==> config.mk <==
export PLATFORM = sky130hd
export DESIGN_NAME = cig_regs
export DESIGN_NICKNAME = d
export VERILOG_FILES = /design/src/rtl/cig_pkg.sv /design/src/rtl/cig_dec_if.sv /design/src/rtl/cig_regs.sv /design/src/rtl/cig_decode.sv /design/src/rtl/cig_geometry.sv
export SDC_FILE = /design/constraint.sdc
export NUM_CORES = 1
export LEC_CHECK = 0
export ABC_AREA = 1
export BUFFER_PORTS_ARGS = -buffer_cell sky130_fd_sc_hd__buf_2
export CAP_MARGIN = 20
export CORE_MARGIN = 5
export CORE_UTILIZATION = 34
export CTS_CLUSTER_SIZE = 24
export DETAILED_ROUTE_END_ITERATION = 10
export PLACE_DENSITY = 0.84
export SETUP_SLACK_MARGIN = 0.5
export SYNTH_ARGS = -nofsm -noshare
export SYNTH_HDL_FRONTEND = slang
export SYNTH_SLANG_ARGS = --single-unit
export TNS_END_PERCENT = 100
==> constraint.sdc <==
create_clock -name REF_CLK -period 1.6 [get_ports REF_CLK]
set_input_delay 0.16 -clock REF_CLK [delete_from_list [all_inputs] [get_ports REF_CLK]]
set_output_delay 0.16 -clock REF_CLK [all_outputs]
set_load 0.005 [all_outputs]
==> src/rtl/cig_pkg.sv <==
// Purpose: Shared constants for the cache identification register group.
// Assumes: 32-bit register data, word aligned addresses.
// Notes:   Field layouts and fixed values are built from named pieces.
package cig_pkg;
   // ----------------------------------------------------------------
   // Register addresses
   // ----------------------------------------------------------------
   localparam logic [31:0] CIG_ADDR_TYPE = 32'he000ed7c; // Cache type word
   localparam logic [31:0] CIG_ADDR_GEOM = 32'he000ed80; // Cache geometry word
   localparam logic [31:0] CIG_ADDR_SEL = 32'he000ed84; // Cache selection register

   // ----------------------------------------------------------------
   // Cache type word fields
   // ----------------------------------------------------------------
   localparam logic [2:0] CIG_TYPE_FORMAT = 3'h4; // Layout version, bits 31:29
   localparam logic [0:0] CIG_TYPE_RSV28 = 1'h0; // Bit 28 reads zero
   localparam logic [3:0] CIG_WB_GRANULE = 4'h3; // Eight-word write-back granule
   localparam logic [3:0] CIG_RSV_GRANULE = 4'h0; // Monitor holds no address
   localparam logic [3:0] CIG_MIN_DATA_LINE = 4'h3; // Eight words
   localparam logic [1:0] CIG_TYPE_ONES = 2'h3; // Bits 15:14 read one
   localparam logic [9:0] CIG_TYPE_RSV13_4 = 10'h000; // Bits 13:4 read zero
   localparam logic [3:0] CIG_MIN_INSTR_LINE = 4'h3; // Eight words
   localparam logic [31:0] CIG_TYPE_WORD = {CIG_TYPE_FORMAT, CIG_TYPE_RSV28,
      CIG_WB_GRANULE, CIG_RSV_GRANULE, CIG_MIN_DATA_LINE, CIG_TYPE_ONES,
      CIG_TYPE_RSV13_4, CIG_MIN_INSTR_LINE};

   // ----------------------------------------------------------------
   // Cache geometry word fields
   // ----------------------------------------------------------------
   localparam int CIG_POL_LSB = 28; // Policy nibble position
   localparam int CIG_SETS_LSB = 13; // Set count field position
   localparam int CIG_WAYS_LSB = 3; // Way count field position
   localparam logic [3:0] CIG_DATA_POLICY = 4'hf; // WT, WB, RA, WA
   localparam logic [3:0] CIG_INSTR_POLICY = 4'h2; // Read-allocate only
   localparam logic [14:0] CIG_DATA_SETS_4K = 15'h001f; // Sets minus one at 4 KB
   localparam logic [14:0] CIG_INSTR_SETS_4K = 15'h003f; // Sets minus one at 4 KB
   localparam logic [9:0] CIG_DATA_WAYS = 10'h003; // Four ways
   localparam logic [9:0] CIG_INSTR_WAYS = 10'h001; // Two ways
   localparam logic [2:0] CIG_LINE_CODE = 3'h1; // Eight words per line
   localparam logic [2:0] CIG_SIZE_MAX = 3'h4; // 64 KB size step
   localparam logic [31:0] CIG_ZERO_WORD = 32'h00000000; // Absent cache

   // ----------------------------------------------------------------
   // Cache selection register fields
   // ----------------------------------------------------------------
   localparam int CIG_SEL_IND_BIT = 0; // Instruction-not-data select bit
   localparam logic [2:0] CIG_SEL_LEVEL = 3'h0; // First level only
   localparam logic [27:0] CIG_SEL_RSV = 28'h0000000; // Reserved upper bits
endpackage : cig_pkg

==> src/rtl/cig_dec_if.sv <==
// Purpose: Carries a register request and its decode between modules.
// Assumes: Single clock, decode is combinational.
// Notes:   Requester drives the request, decoder returns the hits.
`timescale 1ns/1ps
`default_nettype none
interface cig_dec_if;
   logic req_valid; // Access presented this cycle
   logic req_priv; // Access is privileged
   logic [31:0] req_addr; // Byte address
   logic hit_type; // Cache type word addressed
   logic hit_geom; // Cache geometry word addressed
   logic hit_sel; // Cache selection register addressed
   logic fault; // Access must end in a bus error

   modport requester (output req_valid, req_priv, req_addr,
      input hit_type, hit_geom, hit_sel, fault);
   modport decoder (input req_valid, req_priv, req_addr,
      output hit_type, hit_geom, hit_sel, fault);
endinterface : cig_dec_if
`default_nettype wire

==> src/rtl/cig_regs.sv <==
// Purpose: Cache identification register group of the processor core.
// Assumes: Core-side register port on REF_CLK, one access per cycle.
// Notes:   Answers are registered, one cycle after the request.
//          Faults and stores answer with zero data.
//          Cache presence and size are build-time parameters.
//          Every access is answered, a faulting one too.
`timescale 1ns/1ps
`default_nettype none
module cig_regs
   import cig_pkg::*;
#(
   parameter bit DCACHE_PRESENT = 1'b1, // Data cache built
   parameter bit ICACHE_PRESENT = 1'b1, // Instruction cache built
   parameter logic [2:0] DCACHE_SIZE = 3'h4, // Data size code, 0 is 4 KB
   parameter logic [2:0] ICACHE_SIZE = 3'h4 // Instruction size code
)(
   input wire logic REF_CLK, // Core clock
   input wire logic NRST, // Asynchronous reset, active low
   input wire logic REQ_VALID, // Register access this cycle
   input wire logic REQ_WRITE, // One for store, zero for load
   input wire logic REQ_PRIV, // Access is privileged
   input wire logic [31:0] REQ_ADDR, // Byte address
   input wire logic [31:0] REQ_WDATA, // Store data
   output logic RSP_VALID, // Answer strobe
   output logic [31:0] RSP_RDATA, // Load data
   output logic RSP_FAULT, // Bus error fault for the access
   output logic SEL_INSTR // Current selection, one is instruction
);
   // ----------------------------------------------------------------
   // Decode
   // ----------------------------------------------------------------
   cig_dec_if dec_bus (); // Request and its decode

   // Request fields handed to the decoder
   assign dec_bus.req_valid = REQ_VALID;
   assign dec_bus.req_priv = REQ_PRIV;
   assign dec_bus.req_addr = REQ_ADDR;

   // The decoder only matches; every register lives here
   cig_decode u_decode (
      .dec (dec_bus.decoder)
   );

   // Decode must flag every unprivileged access
   a_fault_decode: assert property (@(posedge REF_CLK) disable iff (!NRST)
      (REQ_VALID && !REQ_PRIV) |-> dec_bus.fault)
      else $error("unprivileged access not flagged by decode");

   // ----------------------------------------------------------------
   // Selection state
   // ----------------------------------------------------------------
   logic sel_q; // Instruction-not-data select
   logic sel_d; // Next select
   logic sel_wr; // Accepted store to the selection register

   // Stores that fault never change the selection
   // A refused store is still answered, it only loses its data
   assign sel_wr = dec_bus.hit_sel && REQ_WRITE && !dec_bus.fault;

   // Only bit 0 is kept; level and reserved bits are dropped
   always_comb begin
      sel_d = sel_q;
      if (sel_wr) begin
         sel_d = REQ_WDATA[CIG_SEL_IND_BIT];
      end
   end

   // Reset to the data cache so the geometry word is defined at once
   always_ff @(posedge REF_CLK or negedge NRST) begin
      if (!NRST) begin
         sel_q <= 1'b0;
      end else begin
         sel_q <= sel_d;
      end
   end

   // ----------------------------------------------------------------
   // Geometry word
   // ----------------------------------------------------------------
   logic [31:0] geom_word; // Geometry of the selected cache

   cig_geometry #(
      .DCACHE_PRESENT (DCACHE_PRESENT),
      .ICACHE_PRESENT (ICACHE_PRESENT),
      .DCACHE_SIZE (DCACHE_SIZE),
      .ICACHE_SIZE (ICACHE_SIZE)
   ) u_geometry (
      .sel_instr (sel_q),
      .geom_word (geom_word)
   );

   // ----------------------------------------------------------------
   // Read mux
   // ----------------------------------------------------------------
   logic [31:0] sel_word; // Selection register as read
   logic [31:0] rdata_d; // Next load data

   // Level and reserved fields are constants, so they read zero
   assign sel_word = {CIG_SEL_RSV, CIG_SEL_LEVEL, sel_q};

   // Faulting loads return zero so no identification data leaks
   // Stores to the read-only words are dropped without a fault
   always_comb begin
      rdata_d = CIG_ZERO_WORD;
      if (dec_bus.fault || REQ_WRITE) begin
         rdata_d = CIG_ZERO_WORD;
      end else if (dec_bus.hit_type) begin
         rdata_d = CIG_TYPE_WORD;
      end else if (dec_bus.hit_geom) begin
         rdata_d = geom_word;
      end else if (dec_bus.hit_sel) begin
         rdata_d = sel_word;
      end
   end

   // ----------------------------------------------------------------
   // Answer registers
   // ----------------------------------------------------------------
   logic rsp_valid_q; // Answer strobe
   logic rsp_fault_q; // Fault flag of the answer
   logic [31:0] rsp_rdata_q; // Load data of the answer
   logic sel_out_q; // Registered copy of the selection

   // One answer per request, one cycle later
   // One process per answer field keeps each concern apart
   always_ff @(posedge REF_CLK or negedge NRST) begin
      if (!NRST) begin
         rsp_valid_q <= 1'b0;
      end else begin
         rsp_valid_q <= REQ_VALID;
      end
   end

   // Fault flag only means something with the strobe
   always_ff @(posedge REF_CLK or negedge NRST) begin
      if (!NRST) begin
         rsp_fault_q <= 1'b0;
      end else begin
         rsp_fault_q <= dec_bus.fault;
      end
   end

   // Load data; zero on idle cycles keeps the bus quiet
   always_ff @(posedge REF_CLK or negedge NRST) begin
      if (!NRST) begin
         rsp_rdata_q <= CIG_ZERO_WORD;
      end else begin
         rsp_rdata_q <= rdata_d;
      end
   end

   // Selection shown outside, tracks the stored bit
   always_ff @(posedge REF_CLK or negedge NRST) begin
      if (!NRST) begin
         sel_out_q <= 1'b0;
      end else begin
         sel_out_q <= sel_d;
      end
   end

   // Outputs come straight from the answer flops
   assign RSP_VALID = rsp_valid_q;
   assign RSP_FAULT = rsp_fault_q;
   assign RSP_RDATA = rsp_rdata_q;
   assign SEL_INSTR = sel_out_q;

   // ----------------------------------------------------------------
   // Checks
   // ----------------------------------------------------------------
   // Load data checks look one cycle after a good load, while its answer stands,
   // and hold the registered outputs against the fixed field values.
   // Helpers describing the previous request
   logic p_load; // Previous cycle held a good load
   logic p_type; // It addressed the type word
   logic p_geom; // It addressed the geometry word
   logic p_sel; // It addressed the selection register

   always_ff @(posedge REF_CLK or negedge NRST) begin
      if (!NRST) begin
         p_load <= 1'b0;
         p_type <= 1'b0;
         p_geom <= 1'b0;
         p_sel <= 1'b0;
      end else begin
         p_load <= REQ_VALID && !REQ_WRITE && !dec_bus.fault;
         p_type <= dec_bus.hit_type;
         p_geom <= dec_bus.hit_geom;
         p_sel <= dec_bus.hit_sel;
      end
   end

   // Reference geometry word of one cache, built field by field
   function automatic logic [31:0] geom_ref(input logic instr);
      logic [14:0] sets; // Sets minus one
      logic [2:0] size; // Size code of that cache
      logic present; // That cache is built
      present = instr ? ICACHE_PRESENT : DCACHE_PRESENT;
      size = instr ? ICACHE_SIZE : DCACHE_SIZE;
      sets = instr ? CIG_INSTR_SETS_4K : CIG_DATA_SETS_4K;
      // The set count doubles per step, not count minus one
      sets = ((sets + 15'h0001) << size) - 15'h0001;
      geom_ref = CIG_ZERO_WORD;
      if (present) begin
         geom_ref = {instr ? CIG_INSTR_POLICY : CIG_DATA_POLICY, sets,
            instr ? CIG_INSTR_WAYS : CIG_DATA_WAYS, CIG_LINE_CODE};
      end
   endfunction : geom_ref

   logic [31:0] geom_chk; // Reference word for the cache now shown
   assign geom_chk = geom_ref(SEL_INSTR);

   // Layout version bits
   a_type_format: assert property (@(posedge REF_CLK) disable iff (!NRST)
      (p_load && p_type) |-> RSP_RDATA[31:29] == 3'b100)
      else $error("type word format bits wrong");

   // Fixed zero and one bits of the type word
   a_type_fixed: assert property (@(posedge REF_CLK) disable iff (!NRST)
      (p_load && p_type) |-> (RSP_RDATA[28] == 1'b0 && RSP_RDATA[15:14] == 2'b11
      && RSP_RDATA[13:4] == 10'h000))
      else $error("type word fixed bits wrong");

   // Write-back granule is eight words
   a_type_granules: assert property (@(posedge REF_CLK) disable iff (!NRST)
      (p_load && p_type) |-> (RSP_RDATA[27:24] == 4'h3 && RSP_RDATA[23:20] == 4'h0))
      else $error("type word granule fields wrong");

   // No reservation granule, the monitor keeps no address
   a_type_reserve: assert property (@(posedge REF_CLK) disable iff (!NRST)
      (p_load && p_type) |-> RSP_RDATA[23:20] == 4'h0)
      else $error("reservation granule not zero");

   // Smallest data line is eight words
   a_type_lines: assert property (@(posedge REF_CLK) disable iff (!NRST)
      (p_load && p_type) |-> (RSP_RDATA[19:16] == 4'h3 && RSP_RDATA[3:0] == 4'h3))
      else $error("minimum line fields wrong");

   // Whole type word, instruction line included
   a_imin_line: assert property (@(posedge REF_CLK) disable iff (!NRST)
      (p_load && p_type) |-> RSP_RDATA == 32'h8303c003)
      else $error("type word value wrong");

   // Geometry word belongs to the selected cache
   a_geom_follows: assert property (@(posedge REF_CLK) disable iff (!NRST)
      (p_load && p_geom) |-> RSP_RDATA == geom_chk)
      else $error("geometry word does not match selection");

   // An absent cache reads as zero
   a_geom_absent: assert property (@(posedge REF_CLK) disable iff (!NRST)
      (p_load && p_geom && (SEL_INSTR ? !ICACHE_PRESENT : !DCACHE_PRESENT))
      |-> RSP_RDATA == 32'h0)
      else $error("absent cache not read as zero");

   // Line code says eight words
   a_geom_line: assert property (@(posedge REF_CLK) disable iff (!NRST)
      (p_load && p_geom && RSP_RDATA != 32'h0) |-> RSP_RDATA[2:0] == 3'h1)
      else $error("line code wrong");

   // Ways minus one
   a_geom_ways: assert property (@(posedge REF_CLK) disable iff (!NRST)
      (p_load && p_geom && RSP_RDATA != 32'h0)
      |-> RSP_RDATA[12:3] == (SEL_INSTR ? 10'h001 : 10'h003))
      else $error("way count wrong");

   // Policy flags of the shown cache
   a_geom_policy: assert property (@(posedge REF_CLK) disable iff (!NRST)
      (p_load && p_geom && RSP_RDATA != 32'h0)
      |-> RSP_RDATA[31:28] == (SEL_INSTR ? 4'h2 : 4'hf))
      else $error("policy bits wrong");

   // A good store sets the selection; a later store may change it again
   a_sel_write: assert property (@(posedge REF_CLK) disable iff (!NRST)
      (REQ_VALID && REQ_WRITE && REQ_PRIV && REQ_ADDR == CIG_ADDR_SEL)
      |=> SEL_INSTR == $past(REQ_WDATA[CIG_SEL_IND_BIT]))
      else $error("selection write not kept");

   // Only bit 0 of the selection can read one
   a_sel_upper: assert property (@(posedge REF_CLK) disable iff (!NRST)
      (p_load && p_sel) |-> RSP_RDATA[31:1] == 31'h0)
      else $error("selection upper bits not zero");

   // Unprivileged access ends in a fault
   a_unpriv_fault: assert property (@(posedge REF_CLK) disable iff (!NRST)
      (REQ_VALID && !REQ_PRIV) |=> (RSP_VALID && RSP_FAULT && RSP_RDATA == 32'h0))
      else $error("unprivileged access completed");

   // A refused store leaves the selection
   a_unpriv_nowrite: assert property (@(posedge REF_CLK) disable iff (!NRST)
      (REQ_VALID && REQ_WRITE && !REQ_PRIV) |=> $stable(SEL_INSTR))
      else $error("unprivileged store changed selection");

   // Set count field of the shown cache
   a_geom_sets: assert property (@(posedge REF_CLK) disable iff (!NRST)
      (p_load && p_geom) |-> RSP_RDATA[27:13] == geom_chk[27:13])
      else $error("set count wrong");

   // Data cache fields, set count at the largest size
   a_data_geom: assert property (@(posedge REF_CLK) disable iff (!NRST)
      (p_load && p_geom && !SEL_INSTR && DCACHE_PRESENT) |-> (RSP_RDATA[31:28] == 4'hf
      && RSP_RDATA[12:0] == 13'h0019
      && (DCACHE_SIZE != CIG_SIZE_MAX || RSP_RDATA[27:13] == 15'h01ff)))
      else $error("data cache geometry wrong");

   // Instruction cache fields, set count at the largest size
   a_instr_geom: assert property (@(posedge REF_CLK) disable iff (!NRST)
      (p_load && p_geom && SEL_INSTR && ICACHE_PRESENT) |-> (RSP_RDATA[31:28] == 4'h2
      && RSP_RDATA[12:0] == 13'h0009
      && (ICACHE_SIZE != CIG_SIZE_MAX || RSP_RDATA[27:13] == 15'h03ff)))
      else $error("instruction cache geometry wrong");

   // Level field reads the first level
   a_sel_level: assert property (@(posedge REF_CLK) disable iff (!NRST)
      (p_load && p_sel) |-> RSP_RDATA[3:1] == CIG_SEL_LEVEL)
      else $error("selection level not zero");

   // Reserved selection bits read zero
   a_sel_reserved: assert property (@(posedge REF_CLK) disable iff (!NRST)
      (p_load && p_sel) |-> RSP_RDATA[31:4] == CIG_SEL_RSV)
      else $error("selection reserved bits not zero");

   // A fault never carries data
   a_fault_data: assert property (@(posedge REF_CLK) disable iff (!NRST)
      (RSP_VALID && RSP_FAULT) |-> RSP_RDATA == CIG_ZERO_WORD)
      else $error("faulting answer carries data");

   // Every access, refused or not, gets one answer
   a_answer_once: assert property (@(posedge REF_CLK) disable iff (!NRST)
      REQ_VALID |=> RSP_VALID)
      else $error("access not answered");
endmodule : cig_regs
`default_nettype wire

==> src/rtl/cig_decode.sv <==
// Purpose: Address and privilege decode for the identification registers.
// Assumes: Request fields are stable during the cycle they are valid.
// Notes:   Purely combinational; the top registers every answer.
`timescale 1ns/1ps
`default_nettype none
module cig_decode
   import cig_pkg::*;
(
   cig_dec_if.decoder dec
);
   // ----------------------------------------------------------------
   // Address match
   // ----------------------------------------------------------------
   // Whole-word compare; sub-word offsets are not mapped
   function automatic logic addr_is(input logic [31:0] a, input logic [31:0] base);
      addr_is = (a == base);
   endfunction : addr_is

   logic any_hit; // Address belongs to the group

   // Hits are qualified by valid so idle cycles never look like accesses
   always_comb begin
      dec.hit_type = dec.req_valid && addr_is(dec.req_addr, CIG_ADDR_TYPE);
      dec.hit_geom = dec.req_valid && addr_is(dec.req_addr, CIG_ADDR_GEOM);
      dec.hit_sel = dec.req_valid && addr_is(dec.req_addr, CIG_ADDR_SEL);
      any_hit = dec.hit_type || dec.hit_geom || dec.hit_sel;
      // Unprivileged or unmapped access faults
      dec.fault = dec.req_valid && (!dec.req_priv || !any_hit);
   end
endmodule : cig_decode
`default_nettype wire

==> src/rtl/cig_geometry.sv <==
// Purpose: Builds the cache geometry word for the selected cache.
// Assumes: Size codes 0..4 stand for 4 KB..64 KB.
// Notes:   Set counts double per size step; the count is shifted, then one is taken off.
`timescale 1ns/1ps
`default_nettype none
module cig_geometry
   import cig_pkg::*;
#(
   parameter bit DCACHE_PRESENT = 1'b1, // Data cache built
   parameter bit ICACHE_PRESENT = 1'b1, // Instruction cache built
   parameter logic [2:0] DCACHE_SIZE = 3'h4, // Data cache size code
   parameter logic [2:0] ICACHE_SIZE = 3'h4 // Instruction cache size code
)(
   input wire logic sel_instr, // One selects the instruction cache
   output logic [31:0] geom_word // Geometry of the selected cache
);
   // ----------------------------------------------------------------
   // Per-cache words
   // ----------------------------------------------------------------
   logic [14:0] dsets; // Data sets minus one
   logic [14:0] isets; // Instruction sets minus one
   logic [31:0] dword; // Data cache geometry
   logic [31:0] iword; // Instruction cache geometry
   localparam logic [14:0] SETS_ONE = 15'h0001; // Turns a minus-one count into a count

   // Policy, sets, ways and line code per cache
   always_comb begin
      // Shifting count minus one would leave the low bits zero
      dsets = ((CIG_DATA_SETS_4K + SETS_ONE) << DCACHE_SIZE) - SETS_ONE;
      isets = ((CIG_INSTR_SETS_4K + SETS_ONE) << ICACHE_SIZE) - SETS_ONE;
      dword = {CIG_DATA_POLICY, dsets, CIG_DATA_WAYS, CIG_LINE_CODE};
      iword = {CIG_INSTR_POLICY, isets, CIG_INSTR_WAYS, CIG_LINE_CODE};
      // Selection steers the word; an absent cache reads zero
      if (sel_instr) begin
         geom_word = ICACHE_PRESENT ? iword : CIG_ZERO_WORD;
      end else begin
         geom_word = DCACHE_PRESENT ? dword : CIG_ZERO_WORD;
      end
   end
endmodule : cig_geometry
`default_nettype wire

**Word level (Yosys, flattened, before mapping)**

Index checks and enable logic that the tools add are counted.

- Flip-flop bits (word level): 35
- Input port bits: 69
- Output and inout bits: 35
- Word-level logic and storage cells: 25

- Eq/ne operators: 3
- Muxes and demuxes: 5
- Reduce and logical (&&, ||, !) cells: 13

Operators with widths:

| kind | count |
|---|---|
| two-way mux 32 bit | 4 |
| equality test 32 bit (second input constant) | 3 |
| logical AND 1 bit | 6 |
| logical OR 1 bit | 4 |
| zero test 1 bit | 3 |
| two-way mux 1 bit | 1 |

**Logic depth before layout (Yosys ltp)**

Gate-level depths: netlist (run 1).

- Depth in word-level cells: 9
- Mapped depth: 12

**Modules after synthesis**

A second synthesis (run 1) with hierarchy kept.

- Cell total of the unflattened synthesis: 227
- Area, all modules: 1809.2 sq um

By module, submodules not included:

| module | times used | cells each | area an instance (sq um) | seq. area each (sq um) |
|---|---|---|---|---|
| cig_regs | 1 | 128 | 1311.3 | 875.8 |
| cig_decode | 1 | 65 | 254.0 | 0.0 |
| cig_geometry | 1 | 34 | 244.0 | 0.0 |

**Worst setup path before layout (run 1)**

No wires, ideal clock.

- Kind: input to register
- Start: input REQ_ADDR[24]
- End: register sel_out_q (netlist: SEL_INSTR)
- Data arrival time: 0.944 ns
- Required time: 1.483 ns
- Slack: 0.539 ns
- Stages on the path: 12
- Buffers on the path: 0
- Cell sequence: inv_1 > nand2_1 > nor2_1 > nand2_1 > nor2_4 > nand2_1 > nand2_1 > nand2_1 > nand2_2 > nand2_1 > nand2_1 > nand2_1

- Longest elaborated chain between the ends: 9

Ends and longest elaborated chain:

| what | RTL line | text |
|---|---|---|
| start, declared | cig_regs.sv:22 | `input wire logic [31:0] REQ_ADDR,` |
| equality test 32 bit | cig_decode.sv:16 | `addr_is = (a == base);` |
| logical AND 1 bit, on equally long branches | cig_decode.sv:23, cig_decode.sv:24 |  |
| logical OR 1 bit (2 in a row) | cig_decode.sv:26 | `any_hit = dec.hit_type \|\| dec.hit_geom \|\| dec.hit_sel;` |
| zero test 1 bit | cig_decode.sv:28 | `dec.fault = dec.req_valid && (!dec.req_priv \|\| !any_hit);` |
| logical OR 1 bit | cig_decode.sv:28 |  |
| logical AND 1 bit | cig_decode.sv:28 |  |
| zero test 1 bit | - |  |
| logical AND 1 bit * | cig_regs.sv:58 | `assign sel_wr = dec_bus.hit_sel && REQ_WRITE && !dec_bus.fault;` |
| end signal, assigned | cig_regs.sv:157 | `sel_out_q <= sel_d;` |
| end, declared | cig_regs.sv:122 | `logic sel_out_q;` |

Mark *: on every way between the ends. The rest lies on a longest branch, timed or not.
A chain may end at the register's enable or synchronous reset.

**Worst setup path in the final report (run 1)**

- Start: input REQ_ADDR[25]
- End: register rsp_rdata_q[31] (netlist: RSP_RDATA[31])

- Longest elaborated chain between the ends: 9

Ends and longest elaborated chain:

| what | RTL line | text |
|---|---|---|
| equality test 32 bit | cig_decode.sv:16 |  |
| logical AND 1 bit, on equally long branches | cig_decode.sv:23, cig_decode.sv:24 |  |
| logical OR 1 bit (2 in a row) | cig_decode.sv:26 |  |
| zero test 1 bit | cig_decode.sv:28 |  |
| logical OR 1 bit | cig_decode.sv:28 |  |
| logical AND 1 bit | cig_decode.sv:28 |  |
| logical OR 1 bit | cig_regs.sv:105 | `if (dec_bus.fault \|\| REQ_WRITE) begin` |
| two-way mux 32 bit * | cig_regs.sv:105 |  |
| named net rdata_d[31] | cig_regs.sv:96 | `logic [31:0] rdata_d;` |
| end signal, assigned | cig_regs.sv:148 | `rsp_rdata_q <= rdata_d;` |
| end, declared | cig_regs.sv:121 | `logic [31:0] rsp_rdata_q;` |

Mark *: on every way through the listed nets, which the timed path passes. The rest lies on a longest branch.

==> results of run 1 <==
power groups by stage:
stage	Clock (mW)	Sequential (mW)	Combinational [mW]
global route	0.243	0.256	0.113
global placement	0	0.260	0.0914
floorplan	0	0.261	0.0565
finish	0.215	0.256	0.0976
detailed placement	0	0.261	0.0940
CTS	0.221	0.256	0.0959
logic make-up after synthesis:
logic type	count (synthesis)	share of synthesized area, %
other	1	0.453
DFF	10	30.3
and+or+nand+nor	60	31.5
AOI/OAI and AO/OA	2	2.42
buffers and inverters	53	35.4
per-stage QoR:
stage | instances | hold WS [ns] | setup WS [ns] | total power, mW
4_1_cts | 205 | 0.0717 | 0.578 | 0.573
5_1_grt | 205 | 0.0836 | 0.460 | 0.612
3_5_place_dp | 200 | 0.0207 | 0.310 | 0.355
6_report | 205 | 0.0974 | 0.599 | 0.568
3_3_place_gp | 200 | 0.0196 | 0.336 | 0.352
2_1_floorplan | 137 | -0.136 | 0.539 | 0.318
metal layers:
metal	up-vias	share of wire, %	wire (um)	GRT usage (%)
met2	41	56	962	17.2
met4	0	0	0	1.94
met5	-	0	0	0
met3	0	15	262	3.92
met1	338	29	495	7.60
li1	428	-	-	-
worst max-delay path: stages:
cell and delay [ns]:
buf_2 0.09, inv_1 0.05, nand2_1 0.04, nor2_1 0.09, nand2_1 0.09, nor2_4 0.13
nand2_1 0.07, nand2_1 0.07, nand2_1 0.09, nand2_4 0.10, o211ai_2 0.11, nor2_2 0.09
cell type report:
| type | instances | area (sq um) | share of cell area [%] |
|---|---|---|---|
| clock buffers | 4 | 36.3 | 3.35 |
| inverters | 28 | 105 | 9.71 |
| multi-input cells | 74 | 345 | 31.9 |
| flip-flops and latches | 10 | 250 | 23.1 |
| well taps | 28 | 35.0 | 3.24 |
| repair buffers | 61 | 310 | 28.7 |
flip-flops by register name, indices dropped and copies added, names as in the netlist:
signal / cells
RSP_FAULT: 1
RSP_RDATA: 7
RSP_VALID: 1
SEL_INSTR: 1
cell usage after synthesis:
cell type and n:
conb_1 1, nor3_1 1, o211ai_2 1, nor2_4 1, nand3_1 6, o211ai_1 1
nor3b_1 2, inv_1 28, nand3_2 1, nand2_2 1, nor2_1 17, dfrtp_1 10
buf_4 25, nand2_1 30, nor2_2 1
cells in the final DEF, fill, tap and decap left out, drive strengths merged:
cell         synthesis  final
buf                 25     60
nand2               31     31
inv                 28     28
nor2                19     19
conb                 1     12
dfrtp               10     10
nand3                7      7
clkbuf               0      4
o211ai               2      2
nor3b                2      2
nor3                 1      1
dlygate4sd3          0      1
timing repair:
item,4_1_cts,5_1_grt
setup endpoints to repair,0,5
setup buffers,0,0
hold endpoints to repair,10,0
gates resized for setup,0,6
hold buffers,1,0
final timing paths:
check	startpoint	depth (start not counted)	slack (ns)	end
max	REQ_ADDR[25]	12	0.60	RSP_RDATA[31]
min reg2reg	SEL_INSTR	1	0.50	RSP_RDATA[30]
max in group asynchronous	NRST	2	1.14	RSP_VALID
max reg2reg	SEL_INSTR	4	0.71	RSP_RDATA[0]
min	REQ_VALID	1	0.1	RSP_VALID
min in group asynchronous	NRST	2	0.28	RSP_RDATA[17]
==> summary.txt, run 1 <==
Power and ir drop
  • Sw Share: 22.5%
  • Clock power share: between 30 and 40%
  • Leakage: 0.751 nW
  • Power Density: 525 mW/mm^2
  • Sequential power share: 45.0%
  • Switching power: 128 uW
  • P_int: 441 uW
  • VDD IR max: 0.000318 V
  • Combinational power share: between 10% and 20%

Synth
  • Share of the synthesized area in the top cell type: between 30 and 40%
  • Area contributors post-synth: dfrtp_1, buf_4, nand2_1
  • Yosys cell types: 15
  • Mapped Cells: around 130
  • Synth Register Bits: 10
  • Register area share after synthesis: 30.3%
  • Largest area contributor in the netlist: dfrtp_1
  • Netlist Area Pre-Place: 827 sq um
  • Average cell area after synthesis: 6.56 sq um
  • Synth warn: 0

Outcome
  • Outcome: finished, final reports clean

Floorplanning
  • Height of the die: 59.3 um
  • Top Ports: 104
  • Core area: roughly 0.0023 sq mm
  • Initial core utilization: 36.3%
  • Die Width: roughly 59 um
  • Die ar.: about 0.0035 sq mm
  • Row count: 17

Finish
  • Diodes inserted: 0
  • Final instance area: 0.00108 sq mm
  • Layout Utilization: 47.6%
  • Share of post-route cells with drive strength above 1: 41.8%
  • P&R area growth vs syn: 30.9%
  • Nets: about 250
  • Fillers: 251

Clock tree
  • CTS tree: done
  • H-tree depth: 1
  • Clock Tree Root: clkbuf_4
  • Clock latency on the worst-skew pair: about 0.25 ns
  • Clock buffer depth: 2
  • CTS Sinks: 10
  • CTS buffer count: 3
  • Reg clk slew, reported paths: approximately 0.06 ns

STA
  • Max-slew violations: 0
  • Minimum clock period: 1.00 ns
  • RSZ-0062 raised after global routing: no
  • Final period util: 62.6%
  • Final setup fails: 0
  • Setup TNS: 0 ns
  • Hold Vio Cnt, Final: 0
  • Setup Skew: 0.00339 ns
  • Fmax achieved: 0.999 GHz

GRT
  • First-pass GRT wire length: 2390 um
  • Gr usage total: 8.59%
  • Congestion Overflow GR: 0
  • Largest net degree at the start of global routing: 11
  • Vias in the first global route: 671
  • Antenna violations before repair: 0

Min path
  • Min-Delay Path Class: in2reg

Detailed routing
  • Vias: 807
  • Drt pass-1 iters: 3
  • DRT iter0 DRCs: 12
  • Vias per cell: approximately 3.9
  • WL final: 1720 um
  • Antenna viol nets, final: 0
  • DRC: 0
  • Routed len/inst: 8.39 um

Setup path
  • CP Capture Type: flip-flop
  • WS Path Type: in2reg
  • Worst Path Arrival: 1.19 ns
  • CP startpoint kind: primary input
  • CP Max Fanout: 6
  • CP Data Required Time: 1.79 ns

Run
  • Max_cap viols: 0

Placed design
  • # port buffers: 60
  • DP Area: 0.00102 sq mm
  • Final HPWL DP: 1590 um
  • RePlAce Congestion: 0.728
Note: power is estimated with default switching activity, not from simulation.
==> run 2: changes to the inputs <==
- CORE_UTILIZATION: 34 -> 32
- PLACE_DENSITY: 0.84 -> 0.8
- clock period: 1.6 -> 1 ns (I/O delays scaled with it)
==> run 2 against run 1 <==
  * The flow now finishes with violations (setup timing)
  * Power rose by 59%
  * Register-to-register slack got worse by 0.64 ns
  * Count of clock-buffer cells in the layout did not move
  * Worst setup slack got worse by 0.63 ns
  * Largest power group unchanged
==> summary.txt, run 2 (synthesized netlist as in run 1, its figures left out) <==
STA
  • Fmax achieved: 0.971 GHz
  • Final setup fails: 1
  • Final period util: 103%
  • Minimum clock period: between 1 and 1.5 ns
  • Final worst setup slack: -0.0294 ns
  • Hold Vio Cnt, Final: 0
  • RSZ-0062 raised after global routing: yes
  • Setup Skew: 0.00689 ns
  • Max-slew violations: 0
  • Hold_ws: 0.0650 ns

Detailed routing
  • DRC: 0
  • Vias: around 880
  • Antenna viol nets, final: 0
  • WL final: 2010 um
  • Vias per cell: 4.07
  • DRT iter0 DRCs: 2
  • Drt pass-1 iters: 4
  • Routed len/inst: just over 9 um

Power and ir drop
  • Final Power: 906 uW
  • VDD IR max: 0.000378 V
  • Leakage: 0.801 nW
  • Power Density: 685 mW/mm^2

Floorplanning
  • Initial core utilization: 33.4%
  • Die Width: 60.8 um
  • Height of the die: ~61 um
  • Die ar.: 0.00370 sq mm
  • Row count: 18
  • Core area: between 0.002 and 0.0025 sq mm
  • Top Ports: 104

Clock tree
  • Reg clk slew, reported paths: ~0.06 ns
  • Clock buffer depth: 2
  • CTS buffer count: 3
  • Clock latency on the worst-skew pair: 0.26 ns
  • Clock Tree Root: clkbuf_4
  • CTS tree: done
  • H-tree depth: 1
  • CTS Sinks: 10

GRT
  • First-pass GRT wire length: 2570 um
  • Largest net degree at the start of global routing: 11
  • Congestion Overflow GR: 0
  • Gr usage total: 9.43%
  • Vias in the first global route: 707
  • Antenna violations before repair: 0

Setup path
  • Worst Path Arrival: 1.23 ns
  • CP Capture Type: flip-flop
  • CP startpoint kind: primary input
  • CP Max Fanout: 4
  • CP Data Required Time: between 1 and 1.5 ns
  • WS Path Type: in2reg

Placed design
  • Final HPWL DP: 1710 um
  • DP Cell Count: roughly 210
  • # port buffers: 60
  • RePlAce Congestion: 0.747

Finish
  • Max reg flops: 7
  • Commonest non-fill, non-tap cell in the layout: buf_2
  • Nets: approximately 260
  • Layout Utilization: 53.4%
  • Layout Cells excl Fill: 217
  • P&R area growth vs syn: 59.9%
  • Share of post-route cells with drive strength above 1: 60.4%
  • Most frequent cells in the layout: buf_2, nand2_1, inv_1
  • Diodes inserted: 0

Outcome
  • Outcome: complete, but fails checks
  • Failing checks: setup timing

Run
  • Max_cap viols: 0

Min path
  • Min-Delay Path Class: in2reg
-- run 2: cell types whose count changed in the layout (fill, tap and decap cells not counted), sizes merged --
cell    previous run  this run
buf               60        70
clkinv             0         1
inv               28        27
-- run 2: per-stage QoR --
stage	setup slack, ns	area (sq um)	setup TNS [ns]
global route	-0.0888	1320	-0.394
CTS	0.00627	1180	0
detailed placement	-0.272	1090	-1.86
global placement	-0.246	1090	-1.73
finish	-0.0294	1320	-0.0294
floorplan	0.00119	948	0
-- run 2: power breakdown --
part / internal, mW / total [mW] / switching [mW]
registers: 0.409 / 0.409 / 0.000821
logic: 0.115 / 0.217 / 0.103
clock network: 0.154 / 0.279 / 0.126
total: 0.677 / 0.906 / 0.229
-- run 2: path summary, 6_finish.rpt --
| check | start | to | slack (ns) | cells after the start |
|---|---|---|---|---|
| setup / recovery | REQ_ADDR[18] | RSP_RDATA[31] | -0.03 | 13 |
| hold / removal | REQ_WDATA[0] | SEL_INSTR | 0.07 | 3 |
| setup reg to reg | SEL_INSTR | RSP_RDATA[31] | 0.07 | 5 |
| hold reg to reg | SEL_INSTR | RSP_RDATA[22] | 0.55 | 2 |
| max in group asynchronous | NRST | RSP_RDATA[29] | 0.59 | 2 |
| min in group asynchronous | NRST | SEL_INSTR | 0.22 | 2 |
-- run 2: timing repair --
action / CTS / global route
hold buffers: 1 / 0
resized for setup: 14 / 34
setup buffers: 2 / 2
hold endpoints to repair: 10 / 0
setup endpoints to repair: 32 / 32
pin swaps: 10 / 17
-- run 2: metal layers --
layer  global-route usage, %  part of all wire, %  up-vias
li1                        -                    -      450
met1                    8.68                   28      380
met2                    17.1                   53       48
met3                    3.40                   16        6
met4                    6.50                  2.9        0
met5                       0                    0        -
-- run 2: layout make-up --
type                            instances  area [sq um]
Sequential cell                        10           251
Timing Repair Buffer                   71           463
Multi-Input combinational cell         74           427
Fill cell                             253          1150
Clock buffer                            4          26.3
Tap cell                               30          37.5
Inverter                               28           118
-- run 2: worst max-delay path, stage by stage --
cell and delay (ns):
buf_6 0.09, inv_2 0.04, nand2_2 0.04, nor2_2 0.10, nand2_2 0.07, nor2_4 0.16, nand2_2 0.10, buf_6 0.12
inv_2 0.05, o211ai_1 0.11, nand2_1 0.10, inv_1 0.05, nor2_2 0.10
==> run 3: changes to the inputs <==
- CORE_UTILIZATION: 32 -> 29
- PLACE_DENSITY: 0.8 -> 0.77
- clock period: 1 -> 0.94 ns (I/O delays scaled with it)
==> run 3 against run 2 <==
  * The flow still finishes with violations (setup timing)
  * Sequential power increased by 6.4%
  * Combinational power grew 6%
  * Final area decreased by 0.47%
  * Sequential cell count unchanged
  * Worst setup slack better by 0.0013 ns
  * Routed wire length fell by 1.2%
  * Clock power grew 34%
  * Critical path depth shrank 11
  * First-iteration DRC count grew to 5.0 times the previous value
==> summary.txt, run 3 (synthesized netlist as in run 1, its figures left out) <==
GRT
  • GRT met3 Usage: 0.710%
  • Met2 Use GR: between 10% and 20%
  • Largest net degree at the start of global routing: 11
  • GRT busiest layer: met2
  • Gr usage total: 8.07%
  • Congestion Overflow GR: 0
  • M1 GR Usage: 7.29%
  • First-pass GRT wire length: 2690 um
  • Vias in the first global route: 745
  • Antenna violations before repair: 0

Power and ir drop
  • VDD IR max: 0.000762 V
  • Power Density: 791 mW/mm^2
  • Leakage: 0.800 nW

Outcome
  • Outcome: complete, but fails checks
  • Failing checks: setup timing

STA
  • Setup TNS: -0.0281 ns
  • Final worst setup slack: -0.0281 ns
  • Fmax achieved: 1.03 GHz
  • Max-slew violations: 0
  • RSZ-0062 raised after global routing: yes
  • Minimum clock period: between 0.9 and 1 ns
  • Hold Vio Cnt, Final: 0
  • Final period util: 103%
  • Final setup fails: 1
  • Setup Skew: 0.00352 ns

Finish
  • Most frequent cells in the layout: buf_2, nand2_1, inv_1
  • Nets: 255
  • Commonest non-fill, non-tap cell in the layout: buf_2
  • Share of post-route cells with drive strength above 1: 60.5%
  • Max reg flops: 7
  • Layout Cells excl Fill: roughly 220
  • P&R area growth vs syn: 59.2%
  • Diodes inserted: 0
  • Layout Utilization: 48.1%
  • Final instance area: 0.00132 sq mm

Setup path
  • Launch point of the critical path: SEL_INSTR
  • CP startpoint kind: flip-flop
  • CP Max Fanout: 2
  • CP Data Required Time: 0.85 ns
  • R2r startpoint: SEL_INSTR
  • CP Capture Type: output pin
  • WS Path Type: reg2out
  • Worst Path Arrival: 0.87 ns

Detailed routing
  • Drt pass-1 iters: 4
  • DRT iter0 DRCs: 10
  • Routed len/inst: 9.20 um
  • WL final: approximately 2000 um
  • DRC: 0
  • Vias per cell: 3.94
  • Vias: 850
  • Antenna viol nets, final: 0

Floorplanning
  • Height of the die: about 63 um
  • Row count: 19
  • Die ar.: 0.00402 sq mm
  • Die Width: 63.4 um
  • Top Ports: 104
  • Initial core utilization: 30.3%
  • Core area: 0.00273 sq mm

Clock tree
  • Clock buffer depth: 2
  • Clock Tree Root: clkbuf_4
  • H-tree depth: 1
  • Clock latency on the worst-skew pair: 0.26 ns
  • CTS tree: done
  • Reg clk slew, reported paths: 0.06 ns
  • CTS Sinks: 10
  • CTS buffer count: 3

Run
  • Max_cap viols: 0

Placed design
  • DP Area: 0.00109 sq mm
  • DP Cell Count: roughly 210
  • Setup WS pre-CTS: -0.315 ns
  • RePlAce Congestion: slightly above 0.8
  • # port buffers: 60
  • Final HPWL DP: 1650 um

Min path
  • Worst Hold Launch: REQ_WDATA[0]
  • Min-Delay Path Class: in2reg
-- run 3: path summary, 6_finish.rpt --
check | end | slack (ns) | cells past startpoint
setup / recovery | SEL_INSTR | -0.03 | 2
hold / removal | SEL_INSTR | 0.07 | 3
setup reg to reg | RSP_RDATA[31] | 0.07 | 5
hold reg to reg | RSP_RDATA[22] | 0.58 | 2
max in group asynchronous | RSP_RDATA[29] | 0.56 | 2
min in group asynchronous | RSP_FAULT | 0.22 | 2
-- run 3: stage by stage --
step | power, mW | hold slack (ns)
2_1_floorplan | 0.548 | -0.202
4_1_cts | 1.01 | 0.0689
6_report | 1.04 | 0.0731
3_3_place_gp | 0.625 | -0.0404
5_1_grt | 1.10 | 0.108
3_5_place_dp | 0.627 | -0.0409
-- run 3: power breakdown --
part / internal (mW) / switching, mW / total, mW / leakage [nW]
Clock: 0.235 / 0.140 / 0.375 / 0.0210
Combinational: 0.119 / 0.112 / 0.231 / 0.645
Sequential: 0.435 / 0.000925 / 0.435 / 0.133
Total: 0.788 / 0.253 / 1.04 / 0.800
-- run 3: worst max-delay path, cell delays in order (launching register included) --
cell     delay [ns]
dfrtp_1        0.39
buf_6          0.12
buf_6          0.10
-- run 3: per-layer routing --
metal  routed length (um)  vias to the layer above
li1                     -                      444
met1                  630                      361
met2                 1140                       43
met3                  198                        2
met4                   17                        0
met5                    0                        -
-- run 3: final cells by class --
| cell class | count | area [sq um] |
|---|---|---|
| fillers | 285 | 1420 |
| repair buffers | 69 | 443 |
| multi-input cells | 74 | 434 |
| flip-flops and latches | 10 | 251 |
| inverters | 28 | 113 |
| well taps | 31 | 38.8 |
| clock buffers | 4 | 36.3 |
-- run 3: repair_timing --
| item | in CTS | in global routing |
|---|---|---|
| setup buffers | 2 | 1 |
| resized for setup | 14 | 34 |
| pin swaps | 11 | 13 |
| hold endpoints to repair | 10 | 0 |
| hold buffers | 1 | 0 |
| setup endpoints to repair | 32 | 42 |
